**src/rtl/cmpirq_defs.svh**
```systemverilog
// cmpirq_defs.svh: offsets, field positions and reset values of the
// second comparator's mode register and control bits.
// assumes: included by the package and the control-register file by bare name.
`ifndef CMPIRQ_DEFS_SVH
`define CMPIRQ_DEFS_SVH

`define CMPIRQ_MODE_ADDR 8'h89
`define CMPIRQ_CTRL_ADDR 8'h88
`define CMPIRQ_MODE_RESET 8'h02
`define CMPIRQ_MODE_WMASK 8'h33
`define CMPIRQ_CTRL_RESET 8'h00
`define CMPIRQ_RISE_IE_BIT 5
`define CMPIRQ_FALL_IE_BIT 4
`define CMPIRQ_ENABLE_BIT 7
`define CMPIRQ_OUT_BIT 6
`define CMPIRQ_RISE_FLAG_BIT 5
`define CMPIRQ_FALL_FLAG_BIT 4
`define CMPIRQ_CTRL_WMASK 8'hbf
`define CMPIRQ_RESP_MSB 1
`define CMPIRQ_RESP_LSB 0
`define CMPIRQ_HYST_MSB 3
`define CMPIRQ_HYST_LSB 0

`endif

```
**src/rtl/cmpirq_pkg.sv**
```systemverilog
// cmpirq_pkg: types shared by the comparator control files.
// assumes: the defines header is on the include path.
`default_nettype none
`include "cmpirq_defs.svh"

package cmpirq_pkg;

  // special-function-register access from the core
  typedef struct packed {
    logic [7:0] addr;
    logic wr;
    logic rd;
    logic [7:0] wdata;
  } cmpirq_sfr_s;

  // response mode select
  typedef enum logic [1:0] {
    CMPIRQ_FASTEST,
    CMPIRQ_MODE1,
    CMPIRQ_MODE2,
    CMPIRQ_LOW_POWER
  } cmpirq_resp_e;

  // detected transitions of the comparator output
  typedef struct packed {
    logic rise;
    logic fall;
  } cmpirq_edge_s;

endpackage : cmpirq_pkg

`default_nettype wire

```
**src/rtl/cmpirq_edge_sync.sv**
```systemverilog
// cmpirq_edge_sync: synchronises the analog comparator output and
// detects its edges while the comparator is enabled.
// assumes: raw output is asynchronous to i_ref_clk.
`default_nettype none

module cmpirq_edge_sync
  import cmpirq_pkg::*;
(
  input wire logic i_ref_clk,
  input wire logic i_rst,
  input wire logic i_raw,
  input wire logic i_enable,
  output logic o_level,
  output cmpirq_edge_s o_edge
);

  logic sync_a;
  logic sync_b;
  logic prev;

  // two-flop synchroniser; sync_a feeds only sync_b
  always_ff @(posedge i_ref_clk or posedge i_rst) begin
    if (i_rst) begin
      sync_a <= 1'b0;
      sync_b <= 1'b0;
    end else begin
      sync_a <= i_raw;
      sync_b <= sync_a;
    end
  end

  // disabled comparator reads low, so no edges are seen then
  always_ff @(posedge i_ref_clk or posedge i_rst) begin
    if (i_rst) begin
      prev <= 1'b0;
    end else begin
      prev <= sync_b & i_enable;
    end
  end

  assign o_level = sync_b & i_enable;
  assign o_edge.rise = o_level & ~prev;
  assign o_edge.fall = ~o_level & prev & i_enable;

endmodule : cmpirq_edge_sync

`default_nettype wire

```
**src/rtl/cmpirq_ctrl.sv**
```systemverilog
// cmpirq_ctrl: mode and control registers of the second comparator,
// edge flags and interrupt request.
// assumes: one-cycle read/write strobes from the core's register bus.
`default_nettype none
`include "cmpirq_defs.svh"

// Operation
// - mode bits 7-6 read zero, writes ignored
// - mode bits 3-2 read zero, writes ignored
// - bit 5 enables rising-edge interrupt
// - bit 4 enables falling-edge interrupt
// - bits 1-0 select response mode
// - mode register resets to 0x02
// - edge flags set on edges, software clears
// - disabled comparator: output low, no interrupts
// - no reset-source path from this comparator
module cmpirq_ctrl
  import cmpirq_pkg::*;
(
  input wire logic i_ref_clk,
  input wire logic i_rst,
  input wire cmpirq_sfr_s i_sfr,
  input wire logic i_cmp_raw,
  output logic [7:0] o_rdata,
  output logic o_irq,
  output logic o_pin_out,
  output cmpirq_resp_e o_resp_mode,
  output logic o_cmp_enable
);

  // reset and write-mask images as vectors: fields are picked out of
  // them by position, which a bare macro literal does not allow
  localparam logic [7:0] MODE_RESET = `CMPIRQ_MODE_RESET;
  localparam logic [7:0] MODE_WMASK = `CMPIRQ_MODE_WMASK;
  localparam logic [7:0] CTRL_RESET = `CMPIRQ_CTRL_RESET;
  localparam logic [7:0] CTRL_WMASK = `CMPIRQ_CTRL_WMASK;

  // mode register fields
  logic rise_irq_enable;
  logic fall_irq_enable;
  cmpirq_resp_e resp_mode;
  // control register fields
  logic comparator_enable;
  logic rise_edge_flag;
  logic fall_edge_flag;
  logic [3:0] hyst;
  // synchronised comparator level and its edges
  logic comparator_output_state;
  cmpirq_edge_s edges;
  // bus decode
  logic mode_sel;
  logic ctrl_sel;
  logic wr_mode;
  logic wr_ctrl;
  logic [7:0] mode_wdata;
  logic [7:0] ctrl_wdata;
  // register images as software reads them
  logic [7:0] mode_image;
  logic [7:0] ctrl_image;
  logic [7:0] next_rdata;
  // interrupt causes
  logic rise_cause;
  logic fall_cause;
  logic next_irq;

  // address decode; a strobe to any other address touches nothing here
  assign mode_sel = (i_sfr.addr == `CMPIRQ_MODE_ADDR);
  assign ctrl_sel = (i_sfr.addr == `CMPIRQ_CTRL_ADDR);
  assign wr_mode = i_sfr.wr && mode_sel;
  assign wr_ctrl = i_sfr.wr && ctrl_sel;

  // unused and read-only bits are masked off before they reach a flop
  assign mode_wdata = i_sfr.wdata & MODE_WMASK;
  assign ctrl_wdata = i_sfr.wdata & CTRL_WMASK;

  // raw comparator level: synchronised, gated by enable, edge detected
  cmpirq_edge_sync u_sync (
    .i_ref_clk(i_ref_clk),
    .i_rst(i_rst),
    .i_raw(i_cmp_raw),
    .i_enable(comparator_enable),
    .o_level(comparator_output_state),
    .o_edge(edges)
  );

  // rising-edge interrupt enable
  always_ff @(posedge i_ref_clk or posedge i_rst) begin
    if (i_rst) begin
      rise_irq_enable <= MODE_RESET[`CMPIRQ_RISE_IE_BIT];
    end else if (wr_mode) begin
      rise_irq_enable <= mode_wdata[`CMPIRQ_RISE_IE_BIT];
    end
  end

  // falling-edge interrupt enable
  always_ff @(posedge i_ref_clk or posedge i_rst) begin
    if (i_rst) begin
      fall_irq_enable <= MODE_RESET[`CMPIRQ_FALL_IE_BIT];
    end else if (wr_mode) begin
      fall_irq_enable <= mode_wdata[`CMPIRQ_FALL_IE_BIT];
    end
  end

  // response mode; every 2-bit code is a legal mode
  always_ff @(posedge i_ref_clk or posedge i_rst) begin
    if (i_rst) begin
      resp_mode <= cmpirq_resp_e'(MODE_RESET[1:0]);
    end else if (wr_mode) begin
      resp_mode <= cmpirq_resp_e'(mode_wdata[1:0]);
    end
  end

  // comparator enable
  always_ff @(posedge i_ref_clk or posedge i_rst) begin
    if (i_rst) begin
      comparator_enable <= CTRL_RESET[`CMPIRQ_ENABLE_BIT];
    end else if (wr_ctrl) begin
      comparator_enable <= ctrl_wdata[`CMPIRQ_ENABLE_BIT];
    end
  end

  // hysteresis setting: stored and read back only; no port carries it to the analog side
  always_ff @(posedge i_ref_clk or posedge i_rst) begin
    if (i_rst) begin
      hyst <= CTRL_RESET[3:0];
    end else if (wr_ctrl) begin
      hyst <= ctrl_wdata[3:0];
    end
  end

  // sticky rising-edge flag; an edge in the clearing cycle wins
  always_ff @(posedge i_ref_clk or posedge i_rst) begin
    if (i_rst) begin
      rise_edge_flag <= CTRL_RESET[`CMPIRQ_RISE_FLAG_BIT];
    end else if (edges.rise) begin
      rise_edge_flag <= 1'b1;
    end else if (wr_ctrl) begin
      rise_edge_flag <= ctrl_wdata[`CMPIRQ_RISE_FLAG_BIT];
    end
  end

  // sticky falling-edge flag; an edge in the clearing cycle wins
  always_ff @(posedge i_ref_clk or posedge i_rst) begin
    if (i_rst) begin
      fall_edge_flag <= CTRL_RESET[`CMPIRQ_FALL_FLAG_BIT];
    end else if (edges.fall) begin
      fall_edge_flag <= 1'b1;
    end else if (wr_ctrl) begin
      fall_edge_flag <= ctrl_wdata[`CMPIRQ_FALL_FLAG_BIT];
    end
  end

  // each cause needs its flag and its enable
  assign rise_cause = rise_edge_flag && rise_irq_enable;
  assign fall_cause = fall_edge_flag && fall_irq_enable;
  // a disabled comparator raises no request, whatever the flags hold
  assign next_irq = comparator_enable && (rise_cause || fall_cause);

  // registered request; this comparator has no reset-source output
  always_ff @(posedge i_ref_clk or posedge i_rst) begin
    if (i_rst) begin
      o_irq <= 1'b0;
    end else begin
      o_irq <= next_irq;
    end
  end

  // mode image; unused fields are tied to zero, not stored
  always_comb begin
    mode_image = 8'h00;
    mode_image[`CMPIRQ_RISE_IE_BIT] = rise_irq_enable;
    mode_image[`CMPIRQ_FALL_IE_BIT] = fall_irq_enable;
    mode_image[`CMPIRQ_RESP_MSB:`CMPIRQ_RESP_LSB] = resp_mode;
  end

  // control image; the output state bit shows the gated level
  always_comb begin
    ctrl_image = 8'h00;
    ctrl_image[`CMPIRQ_ENABLE_BIT] = comparator_enable;
    ctrl_image[`CMPIRQ_OUT_BIT] = comparator_output_state;
    ctrl_image[`CMPIRQ_RISE_FLAG_BIT] = rise_edge_flag;
    ctrl_image[`CMPIRQ_FALL_FLAG_BIT] = fall_edge_flag;
    ctrl_image[`CMPIRQ_HYST_MSB:`CMPIRQ_HYST_LSB] = hyst;
  end

  // read mux; zero when no read or for any other address
  always_comb begin
    next_rdata = 8'h00;
    if (i_sfr.rd && mode_sel) begin
      next_rdata = mode_image;
    end else if (i_sfr.rd && ctrl_sel) begin
      next_rdata = ctrl_image;
    end
  end

  // read data stands for the one cycle after the read strobe
  always_ff @(posedge i_ref_clk or posedge i_rst) begin
    if (i_rst) begin
      o_rdata <= 8'h00;
    end else begin
      o_rdata <= next_rdata;
    end
  end

  // port pin copy of the comparator, low while disabled
  always_ff @(posedge i_ref_clk or posedge i_rst) begin
    if (i_rst) begin
      o_pin_out <= 1'b0;
    end else begin
      o_pin_out <= comparator_output_state;
    end
  end

  // response mode to the analog side
  always_ff @(posedge i_ref_clk or posedge i_rst) begin
    if (i_rst) begin
      o_resp_mode <= cmpirq_resp_e'(MODE_RESET[1:0]);
    end else begin
      o_resp_mode <= resp_mode;
    end
  end

  // enable to the analog side
  always_ff @(posedge i_ref_clk or posedge i_rst) begin
    if (i_rst) begin
      o_cmp_enable <= CTRL_RESET[`CMPIRQ_ENABLE_BIT];
    end else begin
      o_cmp_enable <= comparator_enable;
    end
  end

endmodule : cmpirq_ctrl

`default_nettype wire

```
**config.mk**
```make
export PLATFORM = sky130hd
export DESIGN_NAME = cmpirq_ctrl
export DESIGN_NICKNAME = d
export VERILOG_FILES = /design/src/rtl/cmpirq_pkg.sv /design/src/rtl/cmpirq_edge_sync.sv /design/src/rtl/cmpirq_ctrl.sv
export VERILOG_INCLUDE_DIRS = /design/src /design/src/rtl
export SDC_FILE = /design/constraint.sdc
export NUM_CORES = 1
export LEC_CHECK = 0
export BUFFER_PORTS_ARGS = -buffer_cell sky130_fd_sc_hd__buf_2
export CORE_UTILIZATION = 40
export DETAILED_ROUTE_END_ITERATION = 6
export GPL_TIMING_DRIVEN = 0
export PLACE_DENSITY = 0.66
export SYNTH_ARGS = -nofsm -noshare
export SYNTH_HDL_FRONTEND = slang
export SYNTH_SLANG_ARGS = --single-unit
```
**constraint.sdc**
```tcl
create_clock -name i_ref_clk -period 1.05 [get_ports i_ref_clk]
set_clock_uncertainty 0.05 [all_clocks]
set_input_delay 0.0525 -clock i_ref_clk [delete_from_list [all_inputs] [get_ports i_ref_clk]]
set_output_delay 0.0525 -clock i_ref_clk [all_outputs]
set_load 0.005 [all_outputs]
```
Word level (Yosys, flattened, before mapping) --
Cells that the tools add are included.
Storage, ports and cells: word-level logic and storage cells 38, register bits 26
Cells by class: eq/ne operators 2, mux-type cells 6, bitwise gates (word level) 6, reductions and logical operators 10
Operators with widths (count):
- $eq 8x8->1 const B | 2
- $mux 8 | 2
- $logic_and 1x1->1 | 7
- $and 1x1->1 | 4
- $mux 1 | 4
- $reduce_bool 2->1 | 2
- $not 1->1 | 2
- $logic_or 1x1->1 | 1

Logic depth before layout (Yosys ltp) --
Gate-level depths: netlist (run 1).
depth after elaboration 5, depth in mapped cells 3, gate-level depth less buffers 3

Hierarchy --
A second synthesis (run 1) with hierarchy kept.
Unflattened totals: cell total of the unflattened synthesis 69, area, all modules 1036.0 µm²
By module, submodules not included:
- cmpirq_ctrl | times used 1, cells each 62, seq. area each 603.1 µm², area an instance 932.1 µm²
- cmpirq_edge_sync | times used 1, cells each 7, seq. area each 75.1 µm², area an instance 103.8 µm²

Worst setup path after synthesis (run 1) --
No wires, ideal clock.
path kind in2reg, from input i_sfr[15] (netlist name), to register fall_irq_enable, cell stages on the path 3, arrival 1.025 ns, setup slack -0.150 ns, data required time 0.875 ns, path buffers 0, path through nor4b_4 and4_4 mux2_2
Between the ends: word-level cells in the longest chain between the ends 2
RTL lines:
- start: declaration | RTL line cmpirq_ctrl.sv:22 | input wire cmpirq_sfr_s i_sfr,
- $eq 8x8->1 (no line)
- $logic_and 1x1->1 | RTL line cmpirq_ctrl.sv:69 | assign wr_mode = i_sfr.wr && mode_sel;
- end signal: assignment | RTL line cmpirq_ctrl.sv:98 | fall_irq_enable <= MODE_RESET[`CMPIRQ_FALL_IE_BIT];
- end signal: assignment | RTL line cmpirq_ctrl.sv:100 | fall_irq_enable <= mode_wdata[`CMPIRQ_FALL_IE_BIT];
- end: declaration | RTL line cmpirq_ctrl.sv:40 | logic fall_irq_enable;
Every way passes these cells. A chain may end at the register's enable or synchronous reset.

Worst setup path in the final report (run 1) --
Ends and elaborated chain as after synthesis.

==> out/metrics.cfg, run 1 <==
[yosys]
synth_top_area_frac=0.600
synth_area_leaders=dfrtp_1, mux2_2, mux2i_1, dfstp_2, and2_1
yosys_warnings=0
synth_seq_cells=26
syn_nets=87
synth_cells=66
seq_area_frac_synth=0.653
syn_area_per_cell_sq_um=15.2
synth.distinct_cells=17
netlist_area_sq_um=1000
netlist.top_cell.by_area=dfrtp_1

[clocking]
clockBufferDepth=2
cts_hold_buf=8
post_cts_buffers=0
clockRootBuffer=clkbuf_4
clock-sinks=26
cts_tree=done
htree_num_levels=1
cts_inserted_buffers=3
path_clk_slew_ps=140
clock_latency_ps=320

[sta]
fmax_ghz=0.958
tightest_slew_ps=957
hold_slack_ps=-125
fin_crit_sh=0.994
rsz0062_at_grt=yes
hold_viol_final=24
setup_tns_ps=0
fin_crit_ps=1040
setup_viol=0
maxSlewViolCount=0
slew_headroom=0.361
setup_ws_ps=6.23

[placement]
gp_congestion=0.667
dp_hpwl_mm=1.22
placed_area_sq_um=1200
place_ws_ps=-343
port_buffers=31

[die]
ios=34
row_count=17
dieArea_sq_um=2710
die_h_um=52.0
die_x_um=52.0
core-area_sq_um=2280
start_util=0.440

[run_status]
violations=negative hold slack
status=finished, violations left

[final_layout]
nets=131
fill_cells=204
antenna_cells=0
final_area_sq_um=1310
syn2layout_area_growth_pct=30.9
multiInputGateArea_sq_um=352
ff_latch_area_sq_um=654
final_common_cell=buf_2
final_cell_mix=buf_2, dfrtp_1, nor2_1, dlygate4sd3_1
drive_gt1_frac=0.459

[worst_setup_path]
cp-end-kind=register
arrival_ps=1200
crit_path_start_kind=input pin
regToRegEndpoint=fall_edge_flag
reg2regPathDepth=3
crit_required_ps=1210
rrSetupSlack_ps=40
rr_startpoint=comparator_enable
path_max_fanout=4
crit_type=in -> reg

[pwr]
comb_power_share=0.091
p_leak_nw=0.715
p_switching_uw=364
power_switching_share=0.223
peakVddDrop_uv=924
p_int_mw=1.27
p_per_area_nw_per_um2=1250
clock_power_share=0.265
power_frac_seq=0.645

[route]
vias=647
first_iter_violations=4
vias_per_cell=4.72
drcViolationCount=0
routedWlPerCell_um=12.6
drt_first_pass_iters=4
drtAntennaViolNets=0
wl_mm=1.73

[grt]
grt_pass1_vias=685
grt_start_max_net_pins=27
grt_overflow=0
grt_pass1_wl_mm=2.86
grt_usage=0.149
antenna_found_initial=0

[min_path]
min_path_type=in -> async

[flow_run]
maxCapViolCount=0

==> through the flow <==
step | power, mW | std cells | utilization
2_1_floorplan | 1.14 | 66 | -
3_3_place_gp | 1.20 | 125 | 0.528
3_5_place_dp | 1.20 | 125 | 0.528
4_1_cts | 1.66 | 137 | 0.575
5_1_grt | 1.71 | 137 | 0.576
6_report | 1.63 | 137 | 0.576
==> worst max-delay path, cell delays in order <==
cell     delay (ps)
buf_2           110
nor4b_4         390
and4_4          340
mux2_4          300
==> Yosys cell counts <==
cell type and number:
dfrtp_1 24, mux2_2 9, nor2_1 8, mux2i_1 6, and2_1 5, and3b_1 2, dfstp_2 2, a22oi_1 1
and4_4 1, and4b_1 1, clkbuf_1 1, inv_1 1, nand3_1 1, nand4b_4 1, nor2b_1 1, nor3b_2 1
nor4b_4 1
==> repair_timing <==
action / CTS / global route
hold endpoints to repair: 36 / 24
pin swaps: 0 / 2
setup endpoints to repair: 1 / 6
gates resized for setup: 0 / 1
==> area by class of cell <==
| cell class | instances | share of cell area |
|---|---|---|
| buffer | 1 | 0.00287 |
| clock buffer | 4 | 0.0201 |
| inverter | 1 | 0.00287 |
| multi-input combinational | 38 | 0.268 |
| sequential | 26 | 0.500 |
| tap | 28 | 0.0267 |
| timing repair buffer | 39 | 0.180 |
==> flip-flops by register name, indices dropped and copies added, names as in the netlist <==
name and count:
rise_edge_flag 1, resp_mode 2, rise_irq_enable 1, u_sync.sync_b 1, o_rdata 8, fall_edge_flag 1, hyst 4, fall_irq_enable 1
o_irq 1, comparator_enable 1, o_cmp_enable 1, o_resp_mode 2, u_sync.sync_a 1, u_sync.prev 1
==> per-layer routing <==
| layer | share of wire | routed length (um) | vias up | GRT usage |
|---|---|---|---|---|
| li1 | - | - | 313 | - |
| met1 | 0.44 | 758 | 315 | 0.165 |
| met2 | 0.51 | 882 | 17 | 0.267 |
| met5 | 0 | 0 | - | 0 |
| met3 | 0.041 | 71 | 2 | 0.0351 |
| met4 | 0.0081 | 14 | 0 | 0.0676 |
==> power by group through the flow <==
stage	Sequential, mW	Combinational [mW]	Clock, mW
2_1_floorplan	1.07	0.0686	0
3_3_place_gp	1.07	0.125	0
3_5_place_dp	1.07	0.128	0
4_1_cts	1.05	0.151	0.453
5_1_grt	1.06	0.164	0.485
6_report	1.05	0.148	0.432
==> how the worst max path moves through the flow <==
stage,startpoint,end,slack [ps],cells past startpoint
CTS,o_resp_mode[1],o_resp_mode[1],-10,1
global placement,i_sfr[16],resp_mode[0],-320,4
global route,o_resp_mode[1],o_resp_mode[1],-40,1
floorplan,i_sfr[16],fall_irq_enable,-140,3
finish,i_sfr[15],fall_irq_enable,6,4
detailed placement,i_sfr[16],fall_irq_enable,-340,4
==> cells by family (layout without fill, tap and decap cells) <==
kind of cell	count (synthesis)	count (layout)	synth area share
DFF	26	26	0.653
and+or+nand+nor	22	22	0.171
muxes	15	15	0.161
buffers and inverters	2	45	0.00749
AOI/OAI and AO/OA	1	1	0.00750
No activity file was read; power rests on OpenSTA's default activity.
==> run 2, diff against run 1 <==
==> constraint.sdc (replaced) <==
create_clock -name i_ref_clk -period 1.1 [get_ports i_ref_clk]
set_clock_uncertainty 0.05 [all_clocks]
set_input_delay 0.055 -clock i_ref_clk [delete_from_list [all_inputs] [get_ports i_ref_clk]]
set_output_delay 0.055 -clock i_ref_clk [all_outputs]
set_load 0.005 [all_outputs]
==> run 2 against run 1 <==
The flow still finishes with violations (negative hold slack). Combinational power down 5%. Register-to-register slack better by 90 ps. Sequential share of layout area down 1.0 points. Die area unchanged. Final cell count unchanged. Flip-flop and latch count unchanged. Via count up 1.2%. Largest power group unchanged.
==> out/metrics.cfg, run 2 (synthesis results as in run 1) <==
[worst_setup_path]
crit_family=simple AND/OR/NAND/NOR gates
rr_startpoint=comparator_enable
path_max_fanout=4  ; unchanged
crit_type=in -> reg
critPathBufInv=1  ; unchanged
rrSetupSlack_ps=130  ; +90 ps
crit_path_start_kind=input pin
crit_slowest_cell=nor4b_4
regToRegEndpoint=fall_edge_flag
reg2regPathDepth=3  ; unchanged
crit_path_cell_trace=buf_2 -> nor4b_4 -> and4_4 -> mux2_4
cpPeakStageDelay_ps=400  ; about the same
crit_required_ps=1270  ; +60 ps
cp-end-kind=register
arrival_ps=1220  ; +20 ps

[sta]
rsz0062_at_grt=no
slew_headroom=0.381  ; +0.0198
setup_viol=0  ; unchanged
tightest_slew_ps=927  ; -29.7 ps
hold_slack_ps=-138  ; -13.5 ps
setup_tns_ps=0  ; unchanged
fin_crit_sh=0.955
fmax_ghz=0.952
maxSlewViolCount=0  ; unchanged
hold_viol_final=24  ; unchanged
fin_crit_ps=1050
setup_ws_ps=49.8  ; +43.5 ps

[placement]
placed_area_sq_um=1200  ; unchanged
dp_cells=125  ; unchanged
gp_congestion=0.702  ; +5.3%
place_ws_ps=-305  ; +37.8 ps
dp_hpwl_mm=1.24  ; +1.4%
port_buffers=31  ; unchanged

[final_layout]
largest_reg_flops=8  ; unchanged
final_util=0.587  ; +0.0110
syn2layout_area_growth_pct=33.4
final_cell_mix=buf_2, dfrtp_1, nor2_1, dlygate4sd3_1
top_regs=o_rdata: 8 flops, hyst: 4 flops
largest-register=o_rdata
antenna_cells=0  ; unchanged
nets=131  ; unchanged
drive_gt1_frac=0.459  ; unchanged
final_area_sq_um=1340  ; +1.9%
final_common_cell=buf_2
stdcell_count=137  ; unchanged

[run_status]
status=finished, violations left
violations=negative hold slack

[min_path]
min_path_type=in -> async

[route]
drtAntennaViolNets=0  ; unchanged
first_iter_violations=2  ; -2
drt_first_pass_iters=3  ; -1
vias=655  ; +1.2%
routedWlPerCell_um=12.5  ; -1.2%
drcViolationCount=0  ; unchanged
wl_mm=1.71  ; -1.2%
vias_per_cell=4.78  ; +1.2%

[clocking]
cts_hold_buf=8  ; unchanged
clockRootBuffer=clkbuf_4
cts_tree=done
post_cts_buffers=0  ; unchanged
clockBufferDepth=2  ; unchanged
htree_num_levels=1  ; unchanged
clock_latency_ps=320  ; about the same
path_clk_slew_ps=140  ; about the same
cts_inserted_buffers=3  ; unchanged
clock-sinks=26  ; unchanged

[grt]
grt_usage=0.157  ; +0.00796
grt_overflow=0  ; unchanged
grt_pass1_vias=738  ; +7.7%
grt.met3_usage=0.0292  ; -0.00585
grtUsageMet1=0.167  ; +0.00157
grt_start_max_net_pins=27  ; unchanged
grt-busiest-layer=met2
antenna_found_initial=0  ; unchanged
grtUsageMet2=0.291  ; +0.0235
grt_pass1_wl_mm=3.05  ; +6.8%

[pwr]
peakVddDrop_uv=963  ; +4.2%
p_per_area_nw_per_um2=1340  ; +7.7%
power_mw=1.79  ; +9.7%
p_leak_nw=0.744  ; +4.2%

[flow_run]
maxCapViolCount=0  ; unchanged

[die]
die_h_um=52.0  ; unchanged
dieArea_sq_um=2710  ; unchanged
row_count=17  ; unchanged
ios=34  ; unchanged
start_util=0.440  ; unchanged
die_x_um=52.0  ; unchanged
core-area_sq_um=2280  ; unchanged

[run 2: changes by cell type in the layout (fill, tap and decap cells not counted), sizes merged]
cell and change:
bufinv +1, clkbuf -1
[run 2: metal layers]
layer | part of all wire | vias up
li1 | - | 316
met1 | 0.41 | 321
met2 | 0.54 | 16
met3 | 0.042 | 2
met4 | 0.0070 | 0
met5 | 0 | -
[run 2: power breakdown]
part | total (mW) | internal (mW) | switching [mW] | leakage (nW)
Clock | 0.646 | 0.368 | 0.278 | 0.0279
Combinational | 0.141 | 0.0814 | 0.0599 | 0.377
Sequential | 1.00 | 0.988 | 0.0168 | 0.340
[run 2: layout make-up]
type                       instances  area [sq um]
buffer                             1          3.75
clock buffer                       3          22.5
clock inverter                     1          30.0
tap                               28          35.0
fill                             209           941
multi-input combinational         38           352
timing repair buffer              39           235
inverter                           1          3.75
sequential                        26           653
[run 2: worst max path at each step]
| stage | start | to | slack [ps] | cells past startpoint |
|---|---|---|---|---|
| floorplan | i_sfr[16] | fall_irq_enable | -100 | 3 |
| global placement | i_sfr[16] | fall_irq_enable | -270 | 4 |
| detailed placement | i_sfr[16] | fall_irq_enable | -300 | 4 |
| CTS | o_resp_mode[1] | o_resp_mode[1] | 30 | 1 |
| global route | o_resp_mode[1] | o_resp_mode[1] | 2 | 1 |
| finish | i_sfr[16] | fall_irq_enable | 50 | 4 |
[run 2: timing repair]
| action | in CTS | in global routing |
|---|---|---|
| gates resized for setup | 0 | 0 |
| hold endpoints to repair | 36 | 24 |
| endpoints found under the setup margin | 0 | 0 |
